File: src/fepc_pkg.sv
// constants for the flash erase and protection control block
package fepc_pkg;

  // ---------------------------------------------------------------
  // register byte addresses
  // ---------------------------------------------------------------
  localparam logic [7:0] FEPC_ADDR_CTRL_ONE  = 8'h00;
  localparam logic [7:0] FEPC_ADDR_CTRL_TWO  = 8'h04;
  localparam logic [7:0] FEPC_ADDR_EBS_LOW   = 8'h08;
  localparam logic [7:0] FEPC_ADDR_EBS_HIGH  = 8'h0C;
  localparam logic [7:0] FEPC_ADDR_STATUS    = 8'h10;
  localparam logic [7:0] FEPC_ADDR_ADD_CALC  = 8'h14;
  localparam logic [7:0] FEPC_ADDR_VFY_WORD  = 8'h18;

  // ---------------------------------------------------------------
  // flash_control_one field positions
  // ---------------------------------------------------------------
  localparam int FEPC_C1_PROG       = 0;
  localparam int FEPC_C1_ERASE      = 1;
  localparam int FEPC_C1_PROG_CHECK = 2;
  localparam int FEPC_C1_ERASE_CHK  = 3;
  localparam int FEPC_C1_PROG_SETUP = 4;
  localparam int FEPC_C1_ERASE_SET  = 5;
  localparam int FEPC_C1_SW_WRITE   = 6;
  localparam int FEPC_C1_PIN_LEVEL  = 7;

  // flash_control_two field position
  localparam int FEPC_C2_FAULT      = 7;

  // status register field positions
  localparam int FEPC_ST_PROG_MODE  = 0;
  localparam int FEPC_ST_ERASE_MODE = 1;
  localparam int FEPC_ST_PVFY_MODE  = 2;
  localparam int FEPC_ST_EVFY_MODE  = 3;
  localparam int FEPC_ST_HW_PROT    = 4;

  // ---------------------------------------------------------------
  // reset values
  // ---------------------------------------------------------------
  localparam logic [6:0] FEPC_CTRL_ONE_RST = 7'h00;
  localparam logic [7:0] FEPC_EBS_RST      = 8'h00;
  localparam logic       FEPC_FAULT_RST    = 1'b0;

  // ---------------------------------------------------------------
  // timing
  // ---------------------------------------------------------------
  localparam int         FEPC_RESET_HOLD_CYCLES = 20;
  localparam logic [4:0] FEPC_RESET_HOLD        = 5'(FEPC_RESET_HOLD_CYCLES);

  // axi responses
  localparam logic [1:0] FEPC_RESP_OKAY   = 2'h0;
  localparam logic [1:0] FEPC_RESP_SLVERR = 2'h2;

endpackage

File: src/fepc_ctrl.sv
// flash erase sequencing and protection control with axi4-lite registers
//
// How it works
// - erase setup bit prepares; erase pulse bit afterwards enters erase mode
// - erase needs no pre-programming of the block to zeros
// - leaving erase mode also clears the guard timer setting
// - verify read returns 16-bit data of the latched address
// - write pin low clears control one and both select registers, blocks all
// - reset, guard reset or standby clear control one and both select registers
// - fault flag aborts program or erase but keeps settings; verify stays possible
// - in fault state pulse bits are writable but modes are never entered
// - fault flag clears only on pin reset, guard reset or hardware standby
// - pin reset takes effect after being held 20 clock cycles
// - hardware protection makes every block unerasable; ram overlap drops only with the write pin low
//
// The implementer's own choices: the register addresses and the AXI4-Lite interface to the registers.
`timescale 1ns/10ps
module fepc_ctrl (
  // clock and reset
  input  wire logic        aclk,
  input  wire logic        aresetn,
  // axi4-lite write address
  input  wire logic [7:0]  s_axi_awaddr,
  input  wire logic        s_axi_awvalid,
  output logic             s_axi_awready,
  // axi4-lite write data
  input  wire logic [31:0] s_axi_wdata,
  input  wire logic [3:0]  s_axi_wstrb,
  input  wire logic        s_axi_wvalid,
  output logic             s_axi_wready,
  // axi4-lite write response
  output logic [1:0]       s_axi_bresp,
  output logic             s_axi_bvalid,
  input  wire logic        s_axi_bready,
  // axi4-lite read address
  input  wire logic [7:0]  s_axi_araddr,
  input  wire logic        s_axi_arvalid,
  output logic             s_axi_arready,
  // axi4-lite read data
  output logic [31:0]      s_axi_rdata,
  output logic [1:0]       s_axi_rresp,
  output logic             s_axi_rvalid,
  input  wire logic        s_axi_rready,
  // pins from outside the clock domain
  input  wire logic        flash_write_pin,
  input  wire logic        reset_pin_n,
  input  wire logic        hw_standby_pin_n,
  // system events on this clock
  input  wire logic        guard_timer_reset,
  input  wire logic        sw_standby,
  input  wire logic        cpu_fault_event,
  // cpu access to the flash array
  input  wire logic        cpu_flash_write,
  input  wire logic [23:0] cpu_flash_addr,
  input  wire logic [15:0] array_verify_data,
  // flash array control
  output logic             program_mode,
  output logic             erase_mode,
  output logic             program_check_mode,
  output logic             erase_check_mode,
  output logic [15:0]      erase_block_enable,
  output logic [23:0]      verify_addr,
  output logic [15:0]      verify_word,
  output logic             ram_overlap_enable,
  output logic             guard_timer_clear
);
  import fepc_pkg::*;

  // ---------------------------------------------------------------
  // pin synchronisers and reset sources
  // ---------------------------------------------------------------
  logic [2:0] pin_level;
  logic       write_pin_high;
  logic       res_pin_low;
  logic       hw_standby;
  logic [4:0] res_count;
  logic       pin_reset;
  logic       clear_all;
  logic       clear_fault;

  fepc_pin_sync #(
    .WIDTH     (3),
    .RESET_VAL (3'h6)
  ) u_sync (
    .aclk      (aclk),
    .aresetn   (aresetn),
    .pin_raw   ({hw_standby_pin_n, reset_pin_n, flash_write_pin}),
    .pin_level (pin_level)
  );

  assign write_pin_high = pin_level[0];
  assign res_pin_low    = ~pin_level[1];
  assign hw_standby     = ~pin_level[2];

  // count how long the reset pin has been held low
  always_ff @(posedge aclk) begin
    if (!aresetn || !res_pin_low) begin
      res_count <= 5'h0;
    end else if (res_count != FEPC_RESET_HOLD) begin
      res_count <= res_count + 5'h1;
    end
  end

  assign pin_reset   = (res_count == FEPC_RESET_HOLD);
  assign clear_fault = pin_reset | guard_timer_reset | hw_standby;
  assign clear_all   = clear_fault | sw_standby;

  // ---------------------------------------------------------------
  // control registers
  // ---------------------------------------------------------------
  logic [6:0]  ctrl_one;
  logic [7:0]  ebs_low;
  logic [7:0]  ebs_high;
  logic        fault;
  logic [15:0] add_calc;
  logic        erase_setup_q;

  // axi write decode
  logic        wr_fire;
  logic        wr_lane0;
  logic        wr_ctrl_one;
  logic        wr_ctrl_two;
  logic        wr_ebs_low;
  logic        wr_ebs_high;
  logic        wr_add_calc;
  logic        wr_mapped;
  logic        sw_gate;
  logic [6:0]  next_ctrl_one;

  assign s_axi_awready = s_axi_awvalid & s_axi_wvalid & ~s_axi_bvalid;
  assign s_axi_wready  = s_axi_awready;
  assign wr_fire       = s_axi_awready;
  assign wr_lane0      = wr_fire & s_axi_wstrb[0];
  assign wr_ctrl_one   = wr_lane0 & (s_axi_awaddr == FEPC_ADDR_CTRL_ONE);
  assign wr_ctrl_two   = wr_lane0 & (s_axi_awaddr == FEPC_ADDR_CTRL_TWO);
  assign wr_ebs_low    = wr_lane0 & (s_axi_awaddr == FEPC_ADDR_EBS_LOW);
  assign wr_ebs_high   = wr_lane0 & (s_axi_awaddr == FEPC_ADDR_EBS_HIGH);
  assign wr_add_calc   = wr_fire & (s_axi_awaddr == FEPC_ADDR_ADD_CALC);
  assign wr_mapped     = (s_axi_awaddr == FEPC_ADDR_CTRL_ONE) | (s_axi_awaddr == FEPC_ADDR_CTRL_TWO)
                       | (s_axi_awaddr == FEPC_ADDR_EBS_LOW) | (s_axi_awaddr == FEPC_ADDR_EBS_HIGH)
                       | (s_axi_awaddr == FEPC_ADDR_STATUS) | (s_axi_awaddr == FEPC_ADDR_ADD_CALC)
                       | (s_axi_awaddr == FEPC_ADDR_VFY_WORD);

  // erase-side bits only take when write enable is set and the pin is high
  assign sw_gate = ctrl_one[FEPC_C1_SW_WRITE] & write_pin_high;

  // new control one value; gated bits keep their old value when locked
  always_comb begin
    next_ctrl_one = s_axi_wdata[6:0];
    if (!sw_gate) begin
      next_ctrl_one[FEPC_C1_ERASE_SET] = ctrl_one[FEPC_C1_ERASE_SET];
      next_ctrl_one[FEPC_C1_ERASE]     = ctrl_one[FEPC_C1_ERASE];
      next_ctrl_one[FEPC_C1_ERASE_CHK] = ctrl_one[FEPC_C1_ERASE_CHK];
    end
  end

  // control one: cleared by reset sources and by the write pin low
  always_ff @(posedge aclk) begin
    if (!aresetn || clear_all || !write_pin_high) begin
      ctrl_one <= FEPC_CTRL_ONE_RST;
    end else if (wr_ctrl_one) begin
      ctrl_one <= next_ctrl_one;
    end
  end

  // erase block selects: same clearing as control one
  always_ff @(posedge aclk) begin
    if (!aresetn || clear_all || !write_pin_high) begin
      ebs_low  <= FEPC_EBS_RST;
      ebs_high <= FEPC_EBS_RST;
    end else begin
      if (wr_ebs_low) begin
        ebs_low <= s_axi_wdata[7:0];
      end
      if (wr_ebs_high) begin
        ebs_high <= s_axi_wdata[7:0];
      end
    end
  end

  // ---------------------------------------------------------------
  // modes and protection
  // ---------------------------------------------------------------
  logic        prog_active;
  logic        erase_active;
  logic        hw_prot;
  logic [15:0] ebs_all;
  logic        one_hot_sel;

  assign hw_prot      = ~write_pin_high | clear_all;
  assign prog_active  = ctrl_one[FEPC_C1_PROG] & ctrl_one[FEPC_C1_PROG_SETUP]
                      & ~program_check_mode & ~erase_check_mode;
  // setup then pulse enters erase; no pre-programming condition is checked
  assign erase_active = ctrl_one[FEPC_C1_ERASE] & ctrl_one[FEPC_C1_ERASE_SET];
  assign ebs_all      = {ebs_high, ebs_low};
  assign one_hot_sel  = (ebs_all != 16'h0000) & ((ebs_all & (ebs_all - 16'h0001)) == 16'h0000);

  // fault blocks entry even though the pulse bits read back set
  assign program_mode       = prog_active & ~fault & ~hw_prot;
  assign erase_mode         = erase_active & one_hot_sel & ~fault & ~hw_prot;
  assign erase_block_enable = (erase_mode) ? ebs_all : 16'h0000;
  assign ram_overlap_enable = write_pin_high;

  // verify stays possible in fault state, not under hardware protection
  always_ff @(posedge aclk) begin
    if (!aresetn) begin
      program_check_mode <= 1'b0;
      erase_check_mode   <= 1'b0;
    end else begin
      program_check_mode <= ctrl_one[FEPC_C1_PROG_CHECK] & ~hw_prot;
      erase_check_mode   <= ctrl_one[FEPC_C1_ERASE_CHK] & ~hw_prot;
    end
  end

  // fault flag: set by a cpu fault during program or erase, cleared by pin reset, guard reset or hardware standby
  always_ff @(posedge aclk) begin
    if (!aresetn || clear_fault) begin
      fault <= FEPC_FAULT_RST;
    end else if (cpu_fault_event && (program_mode || erase_mode)) begin
      fault <= 1'b1;
    end
  end

  // a falling erase setup bit means erase mode was left
  always_ff @(posedge aclk) begin
    if (!aresetn) begin
      erase_setup_q     <= 1'b0;
      guard_timer_clear <= 1'b0;
    end else begin
      erase_setup_q     <= ctrl_one[FEPC_C1_ERASE_SET];
      guard_timer_clear <= erase_setup_q & ~ctrl_one[FEPC_C1_ERASE_SET];
    end
  end

  // ---------------------------------------------------------------
  // verify address latch and additional-programming helper
  // ---------------------------------------------------------------
  logic vfy_latch;

  assign vfy_latch = cpu_flash_write & (program_check_mode | erase_check_mode);

  // latch the dummy-write address, capture the array word at it
  always_ff @(posedge aclk) begin
    if (!aresetn) begin
      verify_addr <= 24'h00_0000;
      verify_word <= 16'h0000;
    end else begin
      if (vfy_latch) begin
        verify_addr <= cpu_flash_addr;
      end
      verify_word <= array_verify_data;
    end
  end

  // software writes reprogram bits (low half) and verify bits (high half)
  always_ff @(posedge aclk) begin
    if (!aresetn) begin
      add_calc <= 16'hFFFF;
    end else if (wr_add_calc) begin
      add_calc <= s_axi_wdata[15:0] | s_axi_wdata[31:16];
    end
  end

  // ---------------------------------------------------------------
  // axi response channels
  // ---------------------------------------------------------------
  logic [31:0] rd_value;
  logic        rd_mapped;
  logic [7:0]  status_val;

  assign status_val = {3'h0, hw_prot, erase_check_mode, program_check_mode, erase_mode, program_mode};
  assign s_axi_arready = ~s_axi_rvalid;

  // read mux
  always_comb begin
    rd_mapped = 1'b1;
    case (s_axi_araddr)
      FEPC_ADDR_CTRL_ONE: rd_value = {24'h00_0000, write_pin_high, ctrl_one};
      FEPC_ADDR_CTRL_TWO: rd_value = {24'h00_0000, fault, 7'h00};
      FEPC_ADDR_EBS_LOW:  rd_value = {24'h00_0000, ebs_low};
      FEPC_ADDR_EBS_HIGH: rd_value = {24'h00_0000, ebs_high};
      FEPC_ADDR_STATUS:   rd_value = {24'h00_0000, status_val};
      FEPC_ADDR_ADD_CALC: rd_value = {16'h0000, add_calc};
      FEPC_ADDR_VFY_WORD: rd_value = {16'h0000, verify_word};
      default: begin
        rd_value  = 32'h0000_0000;
        rd_mapped = 1'b0;
      end
    endcase
  end

  // write response
  always_ff @(posedge aclk) begin
    if (!aresetn) begin
      s_axi_bvalid <= 1'b0;
      s_axi_bresp  <= FEPC_RESP_OKAY;
    end else if (wr_fire) begin
      s_axi_bvalid <= 1'b1;
      s_axi_bresp  <= wr_mapped ? FEPC_RESP_OKAY : FEPC_RESP_SLVERR;
    end else if (s_axi_bready) begin
      s_axi_bvalid <= 1'b0;
    end
  end

  // read response
  always_ff @(posedge aclk) begin
    if (!aresetn) begin
      s_axi_rvalid <= 1'b0;
      s_axi_rdata  <= 32'h0000_0000;
      s_axi_rresp  <= FEPC_RESP_OKAY;
    end else if (s_axi_arvalid && s_axi_arready) begin
      s_axi_rvalid <= 1'b1;
      s_axi_rdata  <= rd_value;
      s_axi_rresp  <= rd_mapped ? FEPC_RESP_OKAY : FEPC_RESP_SLVERR;
    end else if (s_axi_rready) begin
      s_axi_rvalid <= 1'b0;
    end
  end

endmodule

File: src/fepc_pin_sync.sv
// three-stage synchroniser for pins arriving from outside the clock domain
`timescale 1ns/10ps
module fepc_pin_sync #(
  parameter int         WIDTH     = 3,
  parameter logic [2:0] RESET_VAL = 3'h0
) (
  // clock and reset
  input  wire logic             aclk,
  input  wire logic             aresetn,
  // raw pins and filtered levels
  input  wire logic [WIDTH-1:0] pin_raw,
  output logic      [WIDTH-1:0] pin_level
);

  genvar i;
  generate
    for (i = 0; i < WIDTH; i++) begin : g_bit
      logic s1;
      logic s2;
      logic s3;
      // s1 feeds only s2; a change counts when s2 and s3 agree
      always_ff @(posedge aclk) begin
        if (!aresetn) begin
          s1           <= RESET_VAL[i];
          s2           <= RESET_VAL[i];
          s3           <= RESET_VAL[i];
          pin_level[i] <= RESET_VAL[i];
        end else begin
          s1 <= pin_raw[i];
          s2 <= s1;
          s3 <= s2;
          if (s2 == s3) begin
            pin_level[i] <= s3;
          end
        end
      end
    end
  endgenerate

endmodule

File: config.mk
export PLATFORM = sky130hd
export DESIGN_NAME = fepc_ctrl
export DESIGN_NICKNAME = d
export VERILOG_FILES = /design/src/fepc_pkg.sv /design/src/fepc_ctrl.sv /design/src/fepc_pin_sync.sv
export SDC_FILE = /design/constraint.sdc
export NUM_CORES = 1
export LEC_CHECK = 0
export ABC_AREA = 1
export BUFFER_PORTS_ARGS = -buffer_cell sky130_fd_sc_hd__buf_2
export CORE_MARGIN = 3
export CORE_UTILIZATION = 45
export CTS_CLUSTER_DIAMETER = 80
export DETAILED_ROUTE_END_ITERATION = 6
export PLACE_DENSITY = 0.74
export SYNTH_ARGS = -nofsm -noshare
export SYNTH_HDL_FRONTEND = slang
export SYNTH_SLANG_ARGS = --single-unit
File: constraint.sdc
create_clock -name aclk -period 6.5 [get_ports aclk]
set_input_delay 1.625 -clock aclk [delete_from_list [all_inputs] [get_ports aclk]]
set_output_delay 1.625 -clock aclk [all_outputs]
set_load 0.02 [all_outputs]
After elaboration in Yosys (flattened, before gate mapping)
Index checks and enable logic that the tools add are counted.
{"block": "word_totals", "regBits": 139, "inputBits": 106, "wordCells": 119, "output_inout_bits": 103}
{"block": "op_classes", "n_eq_ne": 17, "bitwise_logic": 44, "addsub": 2, "n_reduce_logical": 17, "n_mux": 9}
{"op": "one-hot mux 16 bit (7 select lines)", "n": 1}
{"op": "equality test 8 x 5 -> 1 bit, second input constant", "n": 6}
{"op": "equality test 8 x 4 -> 1 bit, second input constant", "n": 4}
{"op": "AND 1 bit", "n": 22}
{"op": "AND 16 bit", "n": 1}
{"op": "equality test 8 x 3 -> 1 bit, second input constant", "n": 2}
{"op": "zero test 16 bit", "n": 1}
{"op": "zero test 8 bit", "n": 2}
{"op": "two-way mux 16 bit", "n": 1}
{"op": "OR 16 bit", "n": 1}
{"op": "nonzero test 16 bit", "n": 1}
{"op": "subtractor 16 x 1 -> 16 bit, second input constant", "n": 1}
{"op": "OR 1 bit", "n": 11}
{"op": "NOT 1 bit", "n": 9}
{"op": "OR reduction 7 bit", "n": 1}
{"op": "adder 5 x 1 -> 5 bit, second input constant", "n": 1}
{"op": "equality test 5 bit, second input constant", "n": 1}
{"op": "logical OR 1 bit", "n": 5}
{"op": "two-way mux 1 bit", "n": 5}
{"op": "inequality test 5 bit, second input constant", "n": 1}
{"op": "two-way mux 2 bit", "n": 2}
{"op": "nonzero test 2 bit", "n": 2}
{"op": "equality test 1 bit", "n": 3}
{"op": "logical AND 1 bit", "n": 2}
{"op": "2 further kinds", "n": 3}

Logic depth before layout (Yosys ltp)
Gate-level depths: netlist of the first run.
{"block": "logic_depth", "depth_word": 9, "ltp_mapped": 12, "depth_no_buf": 11}

Modules after synthesis
Synthesis of the first run repeated with hierarchy kept, for this count alone.
{"block": "unflattened", "hier_cells": 737, "area_unflattened_um2": 5350.1}
{"module": "fepc_ctrl", "n_inst": 1, "area_each_um2": 4964.8, "cells_per_inst": 689}
{"module": "fepc_pin_sync", "n_inst": 1, "area_each_um2": 385.4, "cells_per_inst": 48}

Worst setup path before layout of the first run
No wires, ideal clock.
{"block": "synth_timing", "path_kind": "input -> output", "startpoint": "input port guard_timer_reset", "endpoint": "output port erase_block_enable[10]", "t_arrival_ns": 2.763, "t_required_ns": 4.875, "path_stages": 8, "path_slack_ns": 2.112, "path_cell_list": "nor2_1 nand3_1 nor2_1 nand4_1 nor2_4 inv_4 buf_12 nor2_4"}
{"block": "synth_between", "elab_chain_cells": 7}
{"item": "from (decl)", "line_no": "fepc_ctrl.sv:49", "source": "input wire logic guard_timer_reset,"}
{"item": "OR 1 bit (2 in a row)", "line_no": "fepc_ctrl.sv:105", "source": "assign clear_fault = pin_reset | guard_timer_reset | hw_standby;"}
{"item": "OR 1 bit", "line_no": "fepc_ctrl.sv:106", "source": "assign clear_all = clear_fault | sw_standby;"}
{"item": "OR 1 bit", "line_no": "fepc_ctrl.sv:190", "source": "assign hw_prot = ~write_pin_high | clear_all;"}
{"item": "NOT 1 bit", "line_no": "fepc_ctrl.sv:200", "source": "assign erase_mode = erase_active & one_hot_sel & ~fault & ~hw_prot;"}
{"item": "AND 1 bit", "line_no": "fepc_ctrl.sv:200"}
{"item": "via erase_mode", "line_no": "fepc_ctrl.sv:58", "source": "output logic erase_mode,"}
{"item": "two-way mux 16 bit", "line_no": "fepc_ctrl.sv:201", "source": "assign erase_block_enable = (erase_mode) ? ebs_all : 16'h0000;"}
{"item": "to (decl)", "line_no": "fepc_ctrl.sv:61", "source": "output logic [15:0] erase_block_enable,"}
The timed path passes the listed nets, and every way through them passes these cells.

Final worst setup path of the first run
{"block": "layout_timing", "startpoint": "input port guard_timer_reset", "endpoint": "output port erase_block_enable[4]"}
{"block": "layout_between", "elab_chain_cells": 7}
{"item": "OR 1 bit (2 in a row)", "line_no": "fepc_ctrl.sv:105"}
{"item": "OR 1 bit", "line_no": "fepc_ctrl.sv:106"}
{"item": "OR 1 bit", "line_no": "fepc_ctrl.sv:190"}
{"item": "NOT 1 bit", "line_no": "fepc_ctrl.sv:200"}
{"item": "AND 1 bit", "line_no": "fepc_ctrl.sv:200"}
{"item": "two-way mux 16 bit", "line_no": "fepc_ctrl.sv:201"}
No other way between the ends.

==> results of run 1 <==
==> Yosys cell counts (all sizes together) (2+ instances only) <==
cell	instances
o2111ai	2
o211ai	11
nand4	5
o22ai	6
clkbuf	19
nor3	8
buf	25
a21oi	50
ha	2
inv	90
nand3	35
nor4	2
o31ai	3
o21ai	88
nand2	120
xor2	2
dfxtp	121
or2	8
nor2	116
==> power breakdown <==
group	switching [mW]	leakage [nW]	internal [mW]
Clock	0.311	0.285	0.587
Combinational	0.0653	2.08	0.0367
Sequential	0.00501	0.982	0.752
Total	0.382	3.35	1.38
==> flip-flops by register name, summed over array words and instances (netlist names), 3 cells and up <==
| register | count |
|---|---|
| ctrl_one | 7 |
| u_sync.g_bit.s2 | 3 |
| u_sync.g_bit.s3 | 3 |
| verify_addr | 24 |
| ebs_low | 8 |
| ebs_high | 8 |
| res_count | 5 |
| s_axi_rdata | 16 |
| u_sync.g_bit.s1 | 3 |
| add_calc | 16 |
| u_sync.pin_level | 3 |
| verify_word | 16 |
==> kinds of logic after synthesis <==
| kind of cell | share of synthesized area [%] |
|---|---|
| AO/OA/AOI/OAI | 16.7 |
| XOR/XNOR | 0.491 |
| adder cells (fa/ha/maj) | 0.467 |
| buffers and inverters | 11.3 |
| flip-flops | 45.2 |
| other | 0.0700 |
| AND/OR/NAND/NOR | 25.8 |
==> layout by cell type, fill, tap and decap left out, types with 2 or more instances in the layout <==
cell	count
buf_4	2
buf_2	187
dfxtp_1	121
xor2_1	2
clkbuf_8	3
nor3_1	7
o21ai_0	87
o211ai_1	11
clkinv_2	6
o2111ai_1	2
nor2_2	6
clkbuf_16	17
or2_2	7
ha_1	2
nor2_4	14
inv_1	89
bufinv_16	2
nand3_1	34
nand2_1	116
nand4_1	4
conb_1	18
o22ai_1	6
clkbuf_1	2
nand2_2	4
a21oi_1	50
o31ai_1	3
nor2_1	96
==> area by class of cell <==
cell class | instances | area share, %
Clock inverter | 9 | 1.42
Sequential cell | 121 | 35.3
Inverter | 91 | 5.02
Multi-Input combinational cell | 484 | 34.9
Clock buffer | 22 | 6.91
Timing Repair Buffer | 189 | 13.9
Tap cell | 143 | 2.61
==> per-stage QoR <==
step                hold WS (ns)  power, mW  worst slack (ns)  util, %  area [sq um]
floorplan                  0.390      0.831              2.11        -          5420
global placement           0.393      0.873              1.84     54.6          6290
detailed placement         0.403      0.874              1.83     54.6          6290
CTS                        0.411       1.77              1.82     59.6          6860
global route               0.433       1.82              1.69     59.6          6860
finish                     0.412       1.76              1.85     59.6          6860
==> metal layers <==
layer | vias to the layer above | share of wire, %
met5 | - | 0
met4 | 0 | 1.8
met3 | 22 | 9.0
met2 | 210 | 47
met1 | 2317 | 42
li1 | 2671 | -
==> worst reg2reg max path: cells and delay by family (launching register included) <==
family                   cells  cell delay (ns)
AND/OR/NAND/NOR              3             1.23
flip-flops                   1             0.39
buffers and inverters        2             0.27
AO/OA/AOI/OAI                1             0.25
adder cells (fa/ha/maj)      1             0.20
==> worst paths after layout <==
kind / from / end / slack, ns / cells past startpoint
hold / removal: u_sync.g_bit[0].s1 / u_sync.g_bit[0].s2 / 0.41 / 2
setup / recovery: guard_timer_reset / erase_block_enable[4] / 1.85 / 9
hold reg to reg: u_sync.g_bit[0].s1 / u_sync.g_bit[0].s2 / 0.41 / 2
setup reg to reg: res_count[0] / ctrl_one[1] / 4.07 / 7
==> run_results.csv, run 1 <==
group,metric,value,unit
synthesis,synth_seq_cells,121,
global_routing,grt_antenna_before_repair,1,
synthesis,ys_async_sr_fraction,0,%
synthesis,yosysTopAreaCell,"dfxtp_1",
drt,wl_per_cell,14.3,microns
layout,area_growth,28.1,%
timing,period_share,71.5,%
global_routing,grt_pass1_wl,23900,microns
worst_setup_path,crit_fanout,16,
layout,multi_input_area,2390,sq um
layout,ff_latch_area,2420,sq um
clock_network,root_buffer,"clkbuf_16",
layout,n_antenna_cell,0,
timing,tightest_slew,1.13,ns
drt,vias_per_cell,4.93,
power_and_ir_drop,power.density,256,nW/um^2
clock_network,clk_path_buf_depth,2,
synthesis,synth_edf_count,0,
clock_network,cts_buffers,17,
place,hpwl,11400,microns
global_routing,grtUsageMet2,37.4,%
synthesis,syn-mean-instance-area,7.41,sq um
floorplanning,start_util,46.5,%
drt,via_count,5220,
worst_setup_path,cp-start-kind,"input pin",
synthesis,synth_cells,723,
worst_hold_path,hold_class,"flip-flop to flip-flop",
timing,max_freq,215,MHz
drt,drt_wl_total,15200,microns
floorplanning,die_area,13200,sq um
clock_network,cts_resized,0,
timing,period_needed,4.65,ns
worst_setup_path,crit_slowest_cell,"nand3_1",
place,gp_congestion,0.938,
synthesis,yosys-top-cells-area,"dfxtp_1 45%, o21ai_0 8.1%, nand2_1 8.1%",
global_routing,grt_max_degree,68,
worst_setup_path,cp_data_arrival_time,3.02,ns
worst_setup_path,crit_path_end_kind,"output port",
floorplanning,pin_count,209,
global_routing,grt.overflow.total,0,
worst_setup_path,critPathBufInv,3,
place,port_buffers,187,
timing,setup_viol,0,
timing,hold_violations,0,
synthesis,ys.flop_type,"dfxtp_1",
power_and_ir_drop,p_leak,3.35,nW
timing,rsz0062_at_grt,"false",
clock_network,clock_latency,0.41,ns
global_routing,grt_use_total,23.3,%
power_and_ir_drop,ir_worst_vdd,0.000188,V
layout,fillerInstances,1096,
drt,first_pass_iters,5,
floorplanning,coreArea,11500,sq um
global_routing,use_met1,28.8,%
status,status,"finished clean",
drt,antenna_left,0,
timing,final.setup.tns,0,ns
clock_network,post_cts_buffers,0,
worst_setup_path,cpMostUsedCell,"nor2_1",
synthesis,yosysWarnings,0,
layout,layout.cells.non_filler,1059,
worst_setup_path,setup.worst_path.class,"input pin to output port",
clock_network,cts_tree,"yes",
synthesis,syn_area,5350,sq um
drt,drc_errors,0,
clock_network,h-tree-depth,4,
layout,nNetsFinal,1012,
synthesis,synth.distinct_cells,41,
timing,slew-limit-headroom,24.3,%
layout,drive_above_1_share,27.9,%
worst_setup_path,cp_top_family,"simple AND/OR/NAND/NOR gates",
worst_setup_path,cp.required,4.88,ns
floorplanning,rows,39,
synthesis,yosys.area.top_type_share,45.2,%
synthesis,ys_seq_area_share,45.2,%
drt,drtIter0Drc,321,
run,max_cap_violations,0,
place,numPlacedInstances,1028,
global_routing,grt_use_met3,8.89,%
worst_setup_path,cp_cell_sequence,"buf_2 > nor2_1 > nand3_1 > nor2_1 > nand4_1 > nor2_4 > inv_4 > nor2_1 > buf_2",
timing,clock_skew,0.00952,ns
floorplanning,die_w,115,microns
timing,drv_slew,0,
clock_network,cts_sinks,121,
clock_network,clkTransAtPathRegs,0.05,ns
global_routing,busiest_layer,"met2",
global_routing,grt_pass1_vias,4879,
clock_network,cts_hold_buf,0,
floorplanning,die_h,115,microns
worst_setup_path,critPathMaxStageDelay,0.21,ns
Power figures use the tool's default switching activity.
==> run 2, diff against run 1 <==
ABC_AREA = 0   (was 1)
clock period = 4.75 ns   (was 6.5 ns; I/O delays follow)
==> run 2 against run 1 <==
Register-to-register slack lost 2.0 ns. Critical path depth down 3. Synthesized cell count shrank 18%. Die area fell by 2.9%. Wire length down 3.1%. Count of clock-buffer cells in the layout stayed put. Sequential share of layout area rose by 0.83 points. Synthesized area is 3.0% lower. Flip-flop and latch count unchanged. Worst hold slack is essentially flat. Final cell count shrank 13%. Total power increased by 36%. Critical path type is now flip-flop to output port. Critical endpoint unchanged. Largest cell class is now multi-input gates.
==> run_results.csv, run 2 <==
group,metric,value,unit
status,status,"finished clean",
worst_setup_path,cp_data_arrival_time,3.23,ns
drt,wl_per_cell,15.9,microns
layout,largest_reg_flops,24,
global_routing,grt.overflow.total,0,
synthesis,syn-mean-instance-area,8.72,sq um
floorplanning,start_util,46.9,%
timing,rsz0062_at_grt,"false",
drt,antenna_left,0,
timing,setup_viol,0,
layout,final_cell_mix,"187 x buf_2, 121 x dfxtp_1, 97 x nand2_1",
global_routing,grt_max_degree,71,
clock_network,clkTransAtPathRegs,0.05,ns
synthesis,yosys.area.top_type_share,46.7,%
floorplanning,pin_count,209,
timing,drv_slew,0,
clock_network,root_buffer,"clkbuf_16",
global_routing,grt_pass1_vias,4838,
worst_hold_path,hold_class,"flip-flop to flip-flop",
place,gp_congestion,0.867,
power_and_ir_drop,p_leak,2.98,nW
floorplanning,die_w,113,microns
layout,n_antenna_cell,0,
synthesis,synth_edf_count,0,
run,max_cap_violations,0,
synthesis,synth_xor_area_share,0.844,%
place,placed_area,6130,sq um
clock_network,cts_resized,0,
synthesis,synth_top_family_by_area,"simple AND/OR/NAND/NOR gates",
worst_setup_path,setup.worst_path.class,"flip-flop to output port",
layout,area_growth,29.1,%
layout,nNetsFinal,880,
synthesis,yosys-top-cells-area,"dfxtp_1 47%, nand2_1 7.0%, and2_1 5.8%",
worst_setup_path,crit_path_end_kind,"output port",
layout,drive_above_1_share,29.7,%
timing,period_needed,4.42,ns
synthesis,ys_async_sr_fraction,0,%
synthesis,yosysMostFrequentCell,"dfxtp_1",
floorplanning,die_area,12900,sq um
drt,first_pass_iters,4,
drt,drt_wl_total,14700,microns
clock_network,post_cts_buffers,0,
power_and_ir_drop,ir_worst_vdd,0.000248,V
synthesis,synth.distinct_cells,62,
timing,final.setup.tns,0,ns
clock_network,cts_tree,"yes",
global_routing,grt_antenna_before_repair,0,
timing,period_share,93.0,%
power_and_ir_drop,power.density,357,nW/um^2
timing,hold_violations,0,
synthesis,yosysWarnings,0,
place,port_buffers,187,
synthesis,yosysTopAreaCell,"dfxtp_1",
synthesis,synth_cells,595,
floorplanning,coreArea,11100,sq um
global_routing,grt_pass1_wl,23500,microns
worst_setup_path,cp-start-kind,"flip-flop",
place,hpwl,11100,microns
synthesis,ys.flop_type,"dfxtp_1",
drt,drc_errors,0,
synthesis,yosys.area_share.simple,25.6,%
synthesis,synth_seq_cells,121,
layout,final_common_cell,"buf_2",
power_and_ir_drop,finalPower,2.40,mW
drt,drtIter0Drc,303,
layout,layout.cells.non_filler,924,
clock_network,clk_path_buf_depth,2,
floorplanning,die_h,113,microns
synthesis,ys_seq_area_share,46.7,%
timing,max_freq,226,MHz
layout,top_register,"verify_addr",
clock_network,h-tree-depth,4,
timing,tightest_slew,1.06,ns
synthesis,synth_compound_area_share,15.3,%
drt,via_count,4920,
worst_setup_path,cp.required,3.56,ns
drt,vias_per_cell,5.32,
clock_network,cts_hold_buf,0,
timing,slew-limit-headroom,29.2,%
global_routing,grt_use_total,22.9,%
clock_network,clock_latency,0.40,ns
synthesis,syn_area,5190,sq um
layout,design_area,6700,sq um
clock_network,cts_buffers,17,
worst_setup_path,crit_fanout,14,
synthesis,yosys-top-cells-count,"121 x dfxtp_1, 97 x nand2_1, 48 x and2_1, 46 x nor2_1, 33 x o21ai_1",
clock_network,cts_sinks,121,
synthesis,synth_mux_area_share,5.35,%
floorplanning,rows,38,
synthesis,synthAdderAreaFrac,0.675,%
timing,clock_skew,0.00560,ns
place,numPlacedInstances,893,
run 2: cell types whose count changed after synthesis, moves of 21 or more:
| cell | before | now |
|---|---|---|
| a21boi_1 | 0 | 24 |
| a21oi_1 | 50 | 15 |
| and2_1 | 1 | 48 |
| inv_1 | 89 | 6 |
| mux2i_1 | 0 | 21 |
| nand3_1 | 34 | 8 |
| nor2_1 | 96 | 46 |
| o21ai_0 | 87 | 8 |
| o21ai_1 | 0 | 33 |
run 2: worst max-delay path: stages, from the launching register on:
cell and delay (ns):
dfxtp_1 0.38, or4_4 0.56, nor4_1 0.53, nand2_1 0.19, a2111oi_4 0.78, and2_1 0.22, buf_2 0.17
run 2: final timing paths:
| kind | startpoint | to | slack, ns | cells past startpoint |
|---|---|---|---|---|
| worst max-delay path | ebs_low[5] | erase_block_enable[4] | 0.33 | 6 |
| worst min-delay path | u_sync.g_bit[1].s1 | u_sync.g_bit[1].s2 | 0.41 | 1 |
| worst max register to register | ebs_low[5] | s_axi_rdata[1] | 2.03 | 5 |
| worst min register to register | u_sync.g_bit[1].s1 | u_sync.g_bit[1].s2 | 0.41 | 1 |
run 2: kinds of logic (layout without fill, tap and decap cells):
logic type / after synthesis / in the layout
buffers and inverters: 56 / 228
adders and majority gates: 3 / 3
DFF: 121 / 121
and+or+nand+nor: 268 / 268
xor gates and xnor gates: 5 / 5
AOI/OAI and AO/OA: 117 / 117
muxes: 24 / 24
other: 1 / 18
run 2: final cells by class:
type,instances,area [sq um]
Clock buffer,22,474
Clock inverter,9,97.6
Fill cell,988,4380
Inverter,7,26.3
Multi-Input combinational cell,435,2550
Sequential cell,121,2420
Tap cell,140,175
Timing Repair Buffer,190,958
run 2: metrics by stage:
stage          util (%)  hold slack [ns]  setup WS [ns]
3_3_place_gp       55.3            0.398          0.502
5_1_grt            60.5            0.436         0.0934
3_5_place_dp       55.3            0.403          0.421
2_1_floorplan         -            0.386           1.01
4_1_cts            60.5            0.416          0.336
6_report           60.5            0.412          0.334
run 2: where the power goes:
part	total, mW	leakage (nW)	switching (mW)	internal [mW]
registers	1.04	0.982	0.00836	1.03
logic	0.135	1.71	0.0782	0.0570
clock network	1.22	0.285	0.419	0.804
run 2: routing by layer:
layer	vias up	share of wire (%)	GRT usage (%)
met4	0	2.5	8.49
li1	2366	-	-
met3	29	7.4	6.74
met5	-	0	0
met1	2320	40	26.8
met2	205	50	39.7
==> run 3, diff against run 2 <==
CORE_UTILIZATION = 37   (was 45)
PLACE_DENSITY = 0.63   (was 0.74)
==> run 3 against run 2 <==
Critical path type unchanged. Sequential power about the same. Highest routed layer unchanged. Total power up 5.7%. Combinational power is essentially flat. Largest cell class unchanged. Global-route usage decreased by 3.6 points. Setup slack gained 0.23 ns. Worst hold slack lost 0.0042 ns. Core utilization fell by 9.9 points.
==> run_results.csv, run 3 (synthesized netlist as in run 2, its figures left out) <==
group,metric,value,unit
status,status,"finished clean",
timing,hold_violations,0,
timing,slew-limit-headroom,46.5,%
clock_network,cts_hold_buf,0,
floorplanning,pin_count,209,
clock_network,h-tree-depth,4,
layout,fillerInstances,1302,
drt,drtIter0Drc,301,
power_and_ir_drop,p_leak,3.02,nW
place,placed_area,6200,sq um
place,hpwl,11400,microns
worst_setup_path,cp-start-kind,"flip-flop",
drt,first_pass_iters,5,
timing,clock_skew,0.0124,ns
worst_setup_path,critPathMaxStageDelay,0.58,ns
clock_network,cts_buffers,17,
floorplanning,die_h,124,microns
worst_setup_path,reg2reg_depth,7,
worst_setup_path,ff2ff_setup_slack,2.23,ns
clock_network,cts_sinks,121,
worst_setup_path,crit_path_end_kind,"output port",
drt,vias_per_cell,5.05,
layout,drive_above_1_share,30.0,%
worst_setup_path,regToRegEndpoint,"fault",
layout,multi_input_area,2550,sq um
layout,ff_latch_area,2420,sq um
worst_setup_path,critPathBufInv,2,
layout,final_cell_mix,"187 x buf_2, 121 x dfxtp_1, 97 x nand2_1",
timing,setup_viol,0,
drt,via_count,4866,
worst_hold_path,min-delay-start,"u_sync.g_bit[2].s1",
power_and_ir_drop,power_frac_clock,53.6,%
clock_network,post_cts_buffers,0,
layout,final_common_cell,"buf_2",
global_routing,grt_max_degree,72,
timing,drv_slew,0,
clock_network,clk_path_buf_depth,2,
layout,area_growth,31.5,%
global_routing,grt.overflow.total,0,
global_routing,grt_pass1_vias,4726,
global_routing,grt_pass1_wl,24300,microns
timing,final.setup.tns,0,ns
run,max_cap_violations,0,
worst_setup_path,cp_data_arrival_time,3.00,ns
power_and_ir_drop,p_sw_share,20.6,%
power_and_ir_drop,seqPwrFrac,41.0,%
worst_setup_path,setup.worst_path.class,"flip-flop to output port",
worst_setup_path,r2r-start,"ebs_low[4]",
floorplanning,start_util,38.4,%
drt,drt_wl_total,15300,microns
power_and_ir_drop,pwr-share-comb,5.4,%
clock_network,root_buffer,"clkbuf_16",
floorplanning,die_w,124,microns
drt,wl_per_cell,15.9,microns
clock_network,cts_resized,0,
clock_network,cts_tree,"yes",
clock_network,clkTransAtPathRegs,0.05,ns
timing,period_needed,4.18,ns
power_and_ir_drop,power.density,371,nW/um^2
worst_setup_path,cp_top_family,"simple AND/OR/NAND/NOR gates",
layout,top_register,"verify_addr",
global_routing,grt_antenna_before_repair,0,
place,port_buffers,187,
worst_setup_path,worstSetupPathDepth,8,
worst_setup_path,cp_cell_sequence,"or4_4 > nor4_1 > a21o_1 > nand2_2 > a2111oi_4 > buf_4 > and2_1 > buf_2",
timing,rsz0062_at_grt,"false",
layout,nNetsFinal,883,
worst_setup_path,crit_slowest_cell,"or4_4",
timing,period_share,88.1,%
floorplanning,coreArea,13500,sq um
clock_network,clock_latency,0.41,ns
layout,largest_reg_flops,24,
power_and_ir_drop,p_sw,0.520,mW
worst_setup_path,cp.required,3.56,ns
power_and_ir_drop,p_int,2.01,mW
worst_hold_path,min_to,"u_sync.g_bit[2].s2",
global_routing,grt_use_total,19.3,%
layout,fin_util,50.6,%
layout,design_area,6830,sq um
drt,drc_errors,0,
worst_setup_path,crit_fanout,10,
place,gp_congestion,0.858,
worst_hold_path,whs_path_depth,1,
worst_hold_path,hold_class,"flip-flop to flip-flop",
power_and_ir_drop,ir_worst_vdd,0.000209,V
floorplanning,rows,42,
timing,tightest_slew,0.802,ns
timing,max_freq,239,MHz
drt,antenna_left,0,
floorplanning,die_area,15500,sq um
==> run 3: area by class of cell <==
cell class | count | area share [%]
well taps | 176 | 3.23
inverters | 7 | 0.385
multi-input cells | 435 | 37.3
diodes | 1 | 0.0367
clock buffers | 22 | 7.09
repair buffers | 193 | 14.4
flip-flops and latches | 121 | 35.5
clock inverters | 8 | 2.09
==> run 3: power groups by stage <==
stage | sequential, mW | combinational, mW | clock, mW
6_report | 1.04 | 0.137 | 1.36
5_1_grt | 1.04 | 0.150 | 1.43
4_1_cts | 1.04 | 0.138 | 1.38
3_5_place_dp | 1.06 | 0.137 | 0
3_3_place_gp | 1.06 | 0.135 | 0
2_1_floorplan | 1.07 | 0.0692 | 0
==> run 3: metrics by stage <==
step                std cells  hold WS (ns)  worst slack [ns]  power (mW)
floorplan                 612         0.386              1.01        1.14
global placement          932         0.395             0.635        1.19
detailed placement        932         0.395             0.592        1.20
CTS                       962         0.407             0.516        2.56
global route              962         0.423             0.337        2.62
finish                    963         0.407             0.566        2.53
==> run 3: routing by layer <==
layer	global-route usage [%]	vias to the layer above	part of all wire, %
li1	-	2363	-
met1	24.1	2280	43
met2	31.3	210	47
met3	6.22	13	9.1
met4	6.83	0	1.1
met5	0	-	0
==> run 3: worst max path at each step <==
| stage | from | endpoint | slack, ns |
|---|---|---|---|
| 2_1_floorplan | guard_timer_reset | erase_block_enable[13] | 1.01 |
| 3_5_place_dp | guard_timer_reset | erase_block_enable[7] | 0.59 |
| 5_1_grt | ebs_low[4] | erase_block_enable[1] | 0.34 |
| 6_report | ebs_low[4] | erase_block_enable[4] | 0.57 |
| 4_1_cts | ebs_low[4] | erase_block_enable[7] | 0.52 |
| 3_3_place_gp | guard_timer_reset | erase_block_enable[2] | 0.63 |
